[src/rtl/sbm_pkg.sv]
// Purpose: constants and types of the two-wire bus master and loader
// Assumes: 25 MHz core clock, standard-mode bus timing
// Notes: register offsets are word aligned on the APB
package sbm_pkg;
  localparam int CLK_PERIOD_NS = 40;
  localparam int SCL_PERIOD_NS = 10000;
  // quarter bit rounded up so the bus never runs above 100 kHz
  localparam int Q_CYC =
    (SCL_PERIOD_NS + 4 * CLK_PERIOD_NS - 1) / (4 * CLK_PERIOD_NS);
  localparam logic [6:0] Q_LAST = 7'(Q_CYC - 1);
  localparam int SYNC_SETTLE = 3;
  localparam logic [1:0] SETTLE_LAST = 2'(SYNC_SETTLE);

  localparam logic [7:0] ADDR_DATA = 8'h00;
  localparam logic [7:0] ADDR_INDEX = 8'h04;
  localparam logic [7:0] ADDR_SLAVE = 8'h08;
  localparam logic [7:0] ADDR_CTRL = 8'h0c;
  localparam logic [7:0] ADDR_LOAD0 = 8'h10;
  localparam logic [7:0] ADDR_LOAD3 = 8'h1c;

  localparam int CS_VALID = 0;
  localparam int CS_ROMERR = 1;
  localparam int CS_ACKERR = 2;
  localparam int CS_DETECT = 3;
  localparam int CS_BUSY = 5;

  localparam logic [6:0] EEPROM_SLAVE = 7'h50;
  localparam logic [7:0] EEPROM_FIRST = 8'h00;
  localparam logic [7:0] END_OF_LIST_MARKER = 8'hff;
  localparam logic [7:0] REF_FIRST = 8'h01;
  localparam logic [7:0] REF_LAST = 8'h04;
  localparam logic [2:0] POS_DATA_LAST = 3'h4;
  localparam logic [2:0] POS_ENTRY_LAST = 3'h7;
  localparam logic [3:0] BIT_ACK = 4'h8;
  localparam logic [31:0] LOAD_RESET = 32'h0000_0000;
  // loadable bits of the four doubleword targets, entry 3 first
  localparam logic [3:0][31:0] LOAD_MASK = {
    32'h9f4f_a0c0, 32'h0fff_ffff, 32'hed00_c07a, 32'hffff_ffff};

  typedef enum logic [3:0] {
    S_IDLE, S_START, S_WADDR, S_WIDX, S_WDATA,
    S_RSTART, S_RADDR, S_RBYTE, S_STOP
  } sbm_step_t;

  typedef struct packed {
    logic pready;
    logic pslverr;
    logic [31:0] prdata;
    logic [2:0] sync1;
    logic [2:0] sync2;
    logic [1:0] settle;
    logic det_done;
    logic enabled;
    logic [7:0] data;
    logic [7:0] index;
    logic [7:0] slave;
    logic valid;
    logic romerr;
    logic ackerr;
    logic detect;
    sbm_step_t st;
    logic ld;
    logic [6:0] qcnt;
    logic [1:0] q;
    logic [3:0] bitn;
    logic [8:0] tx;
    logic [8:0] rx;
    logic [2:0] pos;
    logic [1:0] ref_idx;
    logic [31:0] dword;
    logic scl_oe;
    logic sda_oe;
    logic pin_lvl;
    logic [3:0][31:0] lreg;
  } sbm_state_t;
endpackage : sbm_pkg

[src/rtl/sbm_master.sv]
// Purpose: two-wire bus master with APB registers and EEPROM loader
// Assumes: pullups on both lines, strap pulled low to enable
// Notes: single master, no clock stretching, no wait states on APB
// Summary of operation
// - interface off by default; detect flag set on detection, write 1 clears
// - strap low routes clock to pin four, data to pin one
// - bus clock near but never above 100 kHz during transfers
// - idle bus: clock line released, no edges
// - standard mode, at most 100 Kb/s, 7-bit slave addresses
// - start: data falls with clock high; stop: data rises clock high
// - data changes only with clock low, stable while clock high
// - bytes of eight bits, each followed by one acknowledge bit
// - receiver acknowledges by holding data low through ack high phase
// - this block is the sole master and starts every transfer
// - byte write: start, address+0, word address, data MSB first, stop
// - missing slave acknowledge sets the error status bit
// - byte read: direction 1, master acks each byte, drives clock
// - doubleword reads only by the loader after host reset
// - after reset with interface detected, load from EEPROM at 1010000b
// - byte at word address 00h is offset reference or FFh end marker
// - references 01h-04h map to four dwords, only loadable bits written
// - after a reference read four bytes MSB first, auto-increment
// - keep reading eight-byte entries until the end marker
// - undefined condition stops load and sets load error flag
// - references assumed ascending; disorder may load wrong registers
// - write to slave address register starts a software transaction
//
// The implementer's own choices: the address map and register access over APB.
module sbm_master
  import sbm_pkg::*;
(
  input wire logic clk,
  input wire logic rst,
  input wire logic psel,
  input wire logic penable,
  input wire logic pwrite,
  input wire logic [7:0] paddr,
  input wire logic [31:0] pwdata,
  output logic [31:0] prdata,
  output logic pready,
  output logic pslverr,
  input wire logic latch_strap_n,
  input wire logic multifunction_pin_one_i,
  output logic multifunction_pin_one_o,
  output logic multifunction_pin_one_oe,
  input wire logic multifunction_pin_four_i,
  output logic multifunction_pin_four_o,
  output logic multifunction_pin_four_oe,
  output logic [3:0][31:0] loaded_cfg
);
  sbm_state_t s_reg;
  sbm_state_t s_next;
  logic busy;
  logic sda_in;
  logic tick;
  logic byte_end;
  logic nak;
  logic wr_acc;
  logic wr_slave;
  logic [6:0] addr7;
  logic [7:0] rx_byte;
  logic [31:0] new_dword;
  logic [7:0] hcnt;

  assign busy = s_reg.st != S_IDLE;
  assign sda_in = s_reg.sync2[0];
  assign tick = busy && s_reg.qcnt == Q_LAST;
  assign byte_end = tick && s_reg.q == 2'd3 && s_reg.bitn == BIT_ACK;
  assign nak = sda_in;
  assign rx_byte = s_reg.rx[7:0];
  assign new_dword = {s_reg.dword[23:0], rx_byte};
  assign wr_acc = psel && penable && s_reg.pready && pwrite;
  assign wr_slave = wr_acc && paddr == ADDR_SLAVE;
  assign addr7 = s_reg.ld ? EEPROM_SLAVE : s_reg.slave[7:1];

  always_comb begin
    logic step_done;
    logic err;
    logic [7:0] ctrl;
    s_next = s_reg;
    step_done = 1'b0;
    err = 1'b0;
    ctrl = 8'h00;
    // pins cross two flops before any logic looks at them
    s_next.sync1 = {latch_strap_n, multifunction_pin_four_i,
      multifunction_pin_one_i};
    s_next.sync2 = s_reg.sync1;

    // apb slave: decode in setup, answer in access phase
    ctrl[CS_VALID] = s_reg.valid;
    ctrl[CS_ROMERR] = s_reg.romerr;
    ctrl[CS_ACKERR] = s_reg.ackerr;
    ctrl[CS_DETECT] = s_reg.detect;
    ctrl[CS_BUSY] = busy;
    s_next.pready = psel && !penable;
    s_next.pslverr = 1'b0;
    if (psel && !penable) begin
      s_next.prdata = 32'h0000_0000;
      if (paddr == ADDR_DATA) begin
        s_next.prdata = {24'h00_0000, s_reg.data};
      end else if (paddr == ADDR_INDEX) begin
        s_next.prdata = {24'h00_0000, s_reg.index};
      end else if (paddr == ADDR_SLAVE) begin
        s_next.prdata = {24'h00_0000, s_reg.slave};
      end else if (paddr == ADDR_CTRL) begin
        s_next.prdata = {24'h00_0000, ctrl};
      end else if (paddr >= ADDR_LOAD0 && paddr <= ADDR_LOAD3 &&
                   paddr[1:0] == 2'b00) begin
        s_next.prdata = s_reg.lreg[paddr[3:2]];
      end else begin
        s_next.pslverr = 1'b1;
      end
    end
    if (wr_acc) begin
      if (paddr == ADDR_DATA) begin
        s_next.data = pwdata[7:0];
      end
      if (paddr == ADDR_INDEX) begin
        s_next.index = pwdata[7:0];
      end
      if (paddr == ADDR_CTRL) begin
        // write-one-to-clear; events below win the same cycle
        if (pwdata[CS_ROMERR]) begin
          s_next.romerr = 1'b0;
        end
        if (pwdata[CS_ACKERR]) begin
          s_next.ackerr = 1'b0;
        end
        if (pwdata[CS_DETECT]) begin
          s_next.detect = 1'b0;
        end
      end
    end
    // refused while loader or any transfer runs
    if (wr_slave && !busy && s_reg.enabled) begin
      s_next.slave = pwdata[7:0];
      s_next.valid = 1'b0;
      s_next.st = S_START;
      s_next.qcnt = 7'h00;
      s_next.q = 2'd0;
      s_next.scl_oe = 1'b1;
    end

    // strap and idle lines sampled once after reset release
    if (s_reg.settle != SETTLE_LAST) begin
      s_next.settle = s_reg.settle + 2'd1;
    end else if (!s_reg.det_done) begin
      s_next.det_done = 1'b1;
      if (!s_reg.sync2[2] && s_reg.sync2[1] && s_reg.sync2[0]) begin
        s_next.detect = 1'b1;
        s_next.enabled = 1'b1;
        s_next.ld = 1'b1;
        s_next.st = S_START;
        s_next.qcnt = 7'h00;
        s_next.q = 2'd0;
        s_next.scl_oe = 1'b1;
      end
    end

    // bit engine: four quarters per bit, each Q_CYC cycles
    if (busy) begin
      s_next.qcnt = tick ? 7'h00 : s_reg.qcnt + 7'h01;
    end
    if (tick) begin
      s_next.q = s_reg.q + 2'd1;
      unique case (s_reg.q)
        2'd0: begin
          // data moves only in the second low quarter
          if (s_reg.st == S_START || s_reg.st == S_RSTART) begin
            s_next.sda_oe = 1'b0;
          end else if (s_reg.st == S_STOP) begin
            s_next.sda_oe = 1'b1;
          end else begin
            s_next.sda_oe = !s_reg.tx[8];
          end
        end
        2'd1: begin
          s_next.scl_oe = 1'b0;
        end
        2'd2: begin
          if (s_reg.st == S_START || s_reg.st == S_RSTART) begin
            s_next.sda_oe = 1'b1;
          end else if (s_reg.st == S_STOP) begin
            s_next.sda_oe = 1'b0;
          end
        end
        2'd3: begin
          s_next.scl_oe = 1'b1;
          if (s_reg.st == S_START || s_reg.st == S_RSTART ||
              s_reg.st == S_STOP) begin
            step_done = 1'b1;
          end else begin
            s_next.rx = {s_reg.rx[7:0], sda_in};
            s_next.tx = {s_reg.tx[7:0], 1'b1};
            s_next.bitn = s_reg.bitn + 4'h1;
            step_done = s_reg.bitn == BIT_ACK;
          end
        end
      endcase
    end

    if (step_done) begin
      s_next.bitn = 4'h0;
      unique case (s_reg.st)
        S_START: begin
          s_next.st = S_WADDR;
          s_next.tx = {addr7, 1'b0, 1'b1};
        end
        S_WADDR: begin
          err = nak;
          s_next.st = nak ? S_STOP : S_WIDX;
          s_next.tx = {s_reg.ld ? EEPROM_FIRST : s_reg.index, 1'b1};
        end
        S_WIDX: begin
          err = nak;
          if (nak) begin
            s_next.st = S_STOP;
          end else if (s_reg.ld || s_reg.slave[0]) begin
            s_next.st = S_RSTART;
          end else begin
            s_next.st = S_WDATA;
            s_next.tx = {s_reg.data, 1'b1};
          end
        end
        S_WDATA: begin
          err = nak;
          s_next.st = S_STOP;
        end
        S_RSTART: begin
          s_next.st = S_RADDR;
          s_next.tx = {addr7, 1'b1, 1'b1};
        end
        S_RADDR: begin
          err = nak;
          s_next.st = nak ? S_STOP : S_RBYTE;
          s_next.pos = 3'h0;
          s_next.tx = {8'hff, 1'b0};
        end
        S_RBYTE: begin
          s_next.tx = {8'hff, 1'b0};
          if (!s_reg.ld) begin
            s_next.data = rx_byte;
            s_next.valid = 1'b1;
            s_next.st = S_STOP;
          end else if (s_reg.pos == 3'h0) begin
            if (rx_byte == END_OF_LIST_MARKER) begin
              s_next.st = S_STOP;
            end else if (rx_byte >= REF_FIRST && rx_byte <= REF_LAST) begin
              // entries trusted ascending; no order check
              s_next.ref_idx = 2'(rx_byte - REF_FIRST);
              s_next.pos = 3'h1;
            end else begin
              s_next.romerr = 1'b1;
              s_next.st = S_STOP;
            end
          end else begin
            s_next.pos = s_reg.pos == POS_ENTRY_LAST ? 3'h0 :
              s_reg.pos + 3'h1;
            if (s_reg.pos <= POS_DATA_LAST) begin
              s_next.dword = new_dword;
            end
            if (s_reg.pos == POS_DATA_LAST) begin
              s_next.lreg[s_reg.ref_idx] =
                (s_reg.lreg[s_reg.ref_idx] & ~LOAD_MASK[s_reg.ref_idx]) |
                (new_dword & LOAD_MASK[s_reg.ref_idx]);
            end
          end
        end
        S_STOP: begin
          s_next.st = S_IDLE;
          s_next.ld = 1'b0;
        end
        default: begin
          s_next.st = S_IDLE;
        end
      endcase
      if (err) begin
        s_next.ackerr = 1'b1;
        if (s_reg.ld) begin
          s_next.romerr = 1'b1;
        end
      end
      if (s_next.st == S_IDLE) begin
        s_next.scl_oe = 1'b0;
        s_next.sda_oe = 1'b0;
      end
    end
  end

  always_ff @(posedge clk or posedge rst) begin
    if (rst) begin
      s_reg <= '0;
      s_reg.st <= S_IDLE;
      s_reg.sync1 <= 3'b111;
      s_reg.sync2 <= 3'b111;
      s_reg.lreg <= {4{LOAD_RESET}};
    end else begin
      s_reg <= s_next;
    end
  end

  assign prdata = s_reg.prdata;
  assign pready = s_reg.pready;
  assign pslverr = s_reg.pslverr;
  assign multifunction_pin_one_o = s_reg.pin_lvl;
  assign multifunction_pin_one_oe = s_reg.sda_oe;
  assign multifunction_pin_four_o = s_reg.pin_lvl;
  assign multifunction_pin_four_oe = s_reg.scl_oe;
  assign loaded_cfg = s_reg.lreg;

  // helper: cycles since the clock line last changed
  always_ff @(posedge clk or posedge rst) begin
    if (rst) begin
      hcnt <= 8'hff;
    end else if (s_next.scl_oe != s_reg.scl_oe) begin
      hcnt <= 8'h00;
    end else if (hcnt != 8'hff) begin
      hcnt <= hcnt + 8'h01;
    end
  end
endmodule : sbm_master

[config.mk]
export PLATFORM = sky130hd
export DESIGN_NAME = sbm_master
export DESIGN_NICKNAME = d
export VERILOG_FILES = /design/src/rtl/sbm_pkg.sv /design/src/rtl/sbm_master.sv
export SDC_FILE = /design/constraint.sdc
export NUM_CORES = 1
export LEC_CHECK = 0
export BUFFER_PORTS_ARGS = -buffer_cell sky130_fd_sc_hd__buf_4
export CORE_AREA = 4 4 190 192
export DETAILED_ROUTE_END_ITERATION = 12
export DIE_AREA = 0 0 194 196
export GPL_TIMING_DRIVEN = 0
export SLEW_MARGIN = 20
export SYNTH_ARGS = -nofsm -noshare
export SYNTH_HDL_FRONTEND = slang
export SYNTH_SLANG_ARGS = --single-unit
[constraint.sdc]
create_clock -name clk -period 10.25 [get_ports clk]
set_input_delay 0.5125 -clock clk [delete_from_list [all_inputs] [get_ports clk]]
set_output_delay 0.5125 -clock clk [all_outputs]
set_load 0.05 [all_outputs]
# Yosys cells after proc, flatten, opt, wreduce, memory -nomap -nowiden
# Cells that the tools add are included.
[op_classes] n_reduce_logical=40 n_lt_le_gt_ge=8 bitwise_logic=9 n_eq_ne=24 add_sub_neg=6 mux=96
[op_table] op="2-to-1 mux 32 bit" count=11
[op_table] op="binary-select mux 32 bit (select 2 bit)" count=3
[op_table] op="bitwise mux 128 bit" count=1
[op_table] op="AND 32 bit" count=2
[op_table] op="demux 32 bit (select 2 bit)" count=1
[op_table] op="2-to-1 mux 8 bit" count=6
[op_table] op="2-to-1 mux 15 bit" count=3
[op_table] op="one-hot mux 9 bit (5 select lines)" count=1
[op_table] op="2-to-1 mux 22 bit" count=2
[op_table] op="2-to-1 mux 37 bit" count=1
[op_table] op="2-to-1 mux 4 bit" count=9
[op_table] op="2-to-1 mux 33 bit" count=1
[op_table] op="NOT 32 bit" count=1
[op_table] op="bitwise OR 32 bit" count=1
[op_table] op="2-to-1 mux 1 bit" count=30
[op_table] op="one-hot mux 4 bit (7 select lines)" count=1
[op_table] op="2-to-1 mux 9 bit" count=3
[op_table] op="2-to-1 mux 24 bit" count=1
[op_table] op="2-to-1 mux 7 bit" count=3
[op_table] op="equality test 4 x 3 -> 1 bit, second input constant" count=4
[op_table] op="equality test 8 x 4 -> 1 bit, second input constant" count=2
[op_table] op="2-to-1 mux 16 bit" count=1
[op_table] op="2-to-1 mux 3 bit" count=5
[op_table] op="2-to-1 mux 5 bit" count=3
[op_table] op="44 further kinds" count=87
[totals] output_inout_bits=166 reg_bits=275 wordCells=214

# Logic depth before layout (Yosys ltp)
[logic_depth] depth_word=19 ltp_mapped=9 ltp_nobuf=7

# Least setup slack after synthesis
# Ideal clock, no wire load.
[synth_timing] kind="flip-flop to flip-flop" start="register s_reg[192] (netlist bit)" end="register s_reg, in the netlist loaded_cfg[0]" setup_slack_ns=7.627 path_stages_with_launch=10 arrival_ns=2.498 setup_ns=0.125 path_buffers=2 cell_sequence="dfrtp_1 > inv_1 > ha_1 > nand3b_1 > or4b_1 > clkbuf_1 > nor4_4 > nand2_4 > buf_6 > mux2_4"
[synth_via] elab_chain_cells=4
[synth_rtl] element="from (decl)" line="sbm_master.sv:51" source="sbm_state_t s_reg;"
[synth_rtl] element="from (signal assigned)" line="sbm_master.sv:298" source="s_reg <= s_next;"
[synth_rtl] element="equality test 7 x 6 -> 1 bit" line="sbm_master.sv:67" source="assign tick = busy && s_reg.qcnt == Q_LAST;"
[synth_rtl] element="logical AND 1 bit" line="sbm_master.sv:67"
[synth_rtl] element="2-to-1 mux 1 bit" line="sbm_master.sv:164" source="if (tick) begin"
[synth_rtl] element="AND reduction 5 bit (no source line)"
# No other way between the ends.
# A chain may end at the register's enable or synchronous reset.

# Worst setup path after layout
[layout_timing] start="register s_reg[164] (netlist bit)" end="register s_reg, in the netlist loaded_cfg[34]"
[layout_via] elab_chain_cells=6 word_cells_on_any_way=14
[layout_rtl] element="parallel branches: the longest is 5 deep, another holds less-than comparator 2 x 3 -> 1 bit"
[layout_rtl] element="bitwise mux 128 bit *" line="sbm_master.sv:263" source="s_next.lreg[s_reg.ref_idx] ="
# Every way passes the cells marked *. The select of a mux whose other input is x is not followed.

==> reports/qor.log <==
qor: layout.fillCellCount 3040
qor: clock_network.cts.repair_timing.setup_buffer_count 0
qor: clock_network.clk_root_buffer_cell clkbuf_16
qor: synthesis.syn_inst 1189
qor: clock_network.htree_num_levels 1
qor: pwr.clkPwrFrac 48.1%
qor: layout.finalCoreUtilization 51.6%
qor: synthesis.netlist-cell-type-count 65
qor: routing.post_drt_via_cell_ratio 5.28
qor: routing.dr_total_vias 9975
qor: sta.slew_violations 0
qor: grt.grt_first_pass_wirelength 62200 um
qor: synthesis.synth_edf_count 0
qor: floorplan.initial_core_util 42.7%
qor: place.preCtsSetupSlack 6.60 ns
qor: critical_path.worstPathRequired 10.68 ns
qor: synthesis.yosysWarnings 0
qor: clock_network.cts_inserted_buffers 29
qor: critical_path.crit_path_top_delay_cell buf_1
qor: floorplan.core-area 34400 um2
qor: pwr.cellPowerDensity 128 nW/um2
qor: grt.pin_count_of_the_biggest_net_entering_global_routing 96
qor: pwr.cellLeakagePower 8.98 nW
qor: clock_network.cts-resized-gates 0
qor: critical_path.setup.worst_path.end_class flip-flop
qor: sta.finClkSkew 0.0152 ns
qor: critical_path.timing.reg2reg.setup_slack 6.54 ns
qor: critical_path.worstSetupPathDepth 8
qor: sta.period_share 36.2%
qor: critical_path.crit_path_end loaded_cfg[34]
qor: grt.grt_pass1_vias 10237
qor: sta.finalWorstSetupSlack 6.54 ns
qor: pwr.ir_worst_vdd 0.141 mV
qor: floorplan.die_area 38000 um2
qor: place.port_buffers 185
qor: synthesis.ys_ff_latch 266
qor: pwr.p_sw_share 23.1%
qor: clock_network.cts_hold_buffers 0
qor: critical_path.reg2reg_to loaded_cfg[34]
qor: floorplan.fp.dieH 196 um
qor: layout.max_reg_flops 128
qor: sta.setup_tns 0 ns
qor: sta.max-slew-margin-rel 28.1%
qor: critical_path.critical_path.startpoint_type flip-flop
qor: pwr.power_switching 0.000525 W
qor: synthesis.syn-mean-instance-area 12.4 um2
qor: clock_network.worstSkewPairLatency 0.56 ns
qor: layout.finish.cell_count_without_fillers 1888
qor: critical_path.timing.critical_path.arrival 4.15 ns
qor: critical_path.critical_path_class reg2reg
qor: synthesis.dominantRegCellSynth dfrtp_1
qor: clock_network.tritoncts done
qor: grt.grt_usage 20.5%
qor: critical_path.worst-r2r-cell-count 8
qor: critical_path.cp_num_buf_inv 5
qor: critical_path.cpLargestDelayFamily buffers and inverters
qor: critical_path.cpPeakStageDelay 0.83 ns
qor: synthesis.ys_seq_area_share 45.4%
qor: routing.total_routed_wirelength 40100 um
qor: grt.antenna_found_initial 1
qor: critical_path.critical_path.startpoint s_reg[164]
qor: run.timing.max_cap.violations 0
qor: critical_path.cpMostUsedCell buf_1
qor: run_status.run_status finished, final reports clean
qor: synthesis.synth-async-reset-ratio 100%
qor: pwr.comb_power_share 4.8%
qor: worst_hold_path.timing.hold.worst.class in2async
qor: routing.wire_per_inst 21.2 um
qor: layout.final_layout_size_suffix_gt1_share 47.1%
qor: floorplan.fp-row-count 68
qor: sta.maxClockFrequency 269 MHz
qor: pwr.internal_power 0.00175 W
qor: layout.final_cell_mix buf_4, dfrtp_1, mux2_4
qor: routing.route.antenna.remaining_nets 0
qor: place.gp_congestion 0.873
qor: layout.area.growth.synth_to_final 20.8%
qor: routing.number_of_drc_markers_in_iteration_0 745
qor: layout.layout.cells.most_common buf_4
qor: layout.fin_nets 1476
qor: sta.timing_worst_slew_pin_value 1.08 ns
qor: clock_network.max-clock-path-buffers 3
qor: clock_network.cts.sinks 266
qor: routing.residual_drc 0
qor: grt.globalRouteOverflowTotal 0
qor: sta.final_hold_viol_count 0
qor: sta.finalSetupViolCount 0
qor: critical_path.path_cells buf_1, buf_1, inv_1, ha_1, buf_1, nand2_4, buf_6, mux2_4
qor: sta.grt_setup_unrepaired no
qor: sta.layout_min_cycle_time 3.71 ns
qor: pwr.power.sequential.fraction 47.1%
qor: routing.length_of_the_first_detailed_routing_pass_in_iterations 5
qor: synthesis.synth_area 14700 um2
qor: layout.multi_input_gate_area_in_the_final_layout 6410 um2
qor: clock_network.path_clk_slew 0.06 ns
qor: place.placed_cells_incl_taps 1833
qor: layout.seq_area 6660 um2
qor: critical_path.crit_path_max_fanout 10
qor: critical_path.regToRegStartpoint s_reg[164]
qor: floorplan.fp.dieW 194 um
qor: place.hpwlAfterDp 28900 um
qor: floorplan.top_level_ports 214
## cells in the mapped netlist, types with 3 or more instances
cell / n / area share (%)
nand3_1: 37 / 1.3
mux4_2: 50 / 7.7
a22oi_1: 4 / 0.20
or4_1: 4 / 0.20
o22ai_1: 8 / 0.34
mux2_2: 62 / 4.8
nand2b_1: 6 / 0.26
nand2_1: 83 / 2.1
o211ai_1: 6 / 0.31
mux2i_1: 35 / 2.4
o21bai_1: 3 / 0.15
nor2b_1: 11 / 0.47
a21oi_1: 44 / 1.5
nor3_1: 7 / 0.24
inv_1: 17 / 0.43
o21ai_0: 56 / 1.9
and3_1: 5 / 0.21
clkbuf_1: 38 / 0.97
dfstp_2: 6 / 1.1
or3_1: 4 / 0.17
buf_4: 164 / 8.4
nand2_4: 4 / 0.31
buf_6: 12 / 0.92
dfrtp_1: 260 / 44
ha_1: 19 / 1.6
a221o_1: 5 / 0.34
a31oi_1: 3 / 0.13
nor4_1: 4 / 0.17
nand3b_1: 4 / 0.20
buf_1: 9 / 0.23
mux2_4: 120 / 12
buf_2: 3 / 0.10
nand4_1: 4 / 0.17
and2_1: 4 / 0.17
nor2_1: 43 / 1.1
nor4_4: 3 / 0.43
a221oi_1: 6 / 0.36
## worst reg2reg max path, stage by stage (launching register included)
cell and delay (ns):
dfrtp_1 0.44, buf_1 0.83, buf_1 0.70, inv_1 0.21
ha_1 0.23, buf_1 0.36, nand2_4 0.27, buf_6 0.24
mux2_4 0.33
## final cells by class
type,instances,share of cell area [%]
multi-input combinational,681,36.1
tap,455,3.21
inverter,17,0.402
clock buffer,40,4.78
clock inverter,14,0.910
sequential,266,37.6
antenna,1,0.0141
buffer,226,8.79
timing repair buffer,188,8.18
## power by group through the flow
stage	clock [W]	combinational, W	sequential (W)
after floorplan	0	0.0000686	0.00109
after global placement	0	0.000107	0.00109
after detailed placement	0	0.000111	0.00109
after CTS	0.00111	0.000112	0.00107
after global routing	0.00116	0.000123	0.00107
final	0.00109	0.000110	0.00107
## logic make-up (layout without fill, tap and decap cells)
kind of cell,after synthesis,after routing,synth area share (%)
multiplexers,267,267,27.1
buffers and inverters,243,485,11.0
XOR/XNOR,1,1,0.0596
AND/OR/NAND/NOR,237,237,8.40
flip-flops,266,266,45.4
other,1,3,0.0255
AO/OA/AOI/OAI,155,155,6.41
adder cells (fa/ha/maj),19,19,1.62
## stage by stage
stage / cell area [um2] / hold slack, ns / total power, W
global placement: 16600 / 0.348 / 0.00120
detailed placement: 16700 / 0.347 / 0.00120
global route: 17700 / 0.0491 / 0.00235
CTS: 17700 / 0.0451 / 0.00230
finish: 17700 / 0.0675 / 0.00227
floorplan: 14700 / 0.345 / 0.00116
## layer usage
metal  up-vias  share of wire, %  track usage, %  wire (um)
met5         -                 0               0          0
met4         0               1.8            4.27        702
met3        52               6.5            3.21       2590
met2       322                45            31.7      18100
met1      5043                47            31.0      18700
li1       4558                 -               -          -
## worst min path at each step
| stage | cells past startpoint | slack [ns] | endpoint | start |
|---|---|---|---|---|
| final | 2 | 0.07 | s_reg[235] | rst |
| after detailed placement | 0 | 0.35 | nak | s_next[236] |
| after CTS | 1 | 0.05 | s_next[237] | multifunction_pin_four_i |
| after floorplan | 0 | 0.35 | nak | s_next[236] |
| after global routing | 1 | 0.05 | s_next[237] | multifunction_pin_four_i |
| after global placement | 0 | 0.35 | s_reg[238] | s_next[238] |
No activity file was read; power rests on OpenSTA's default activity.
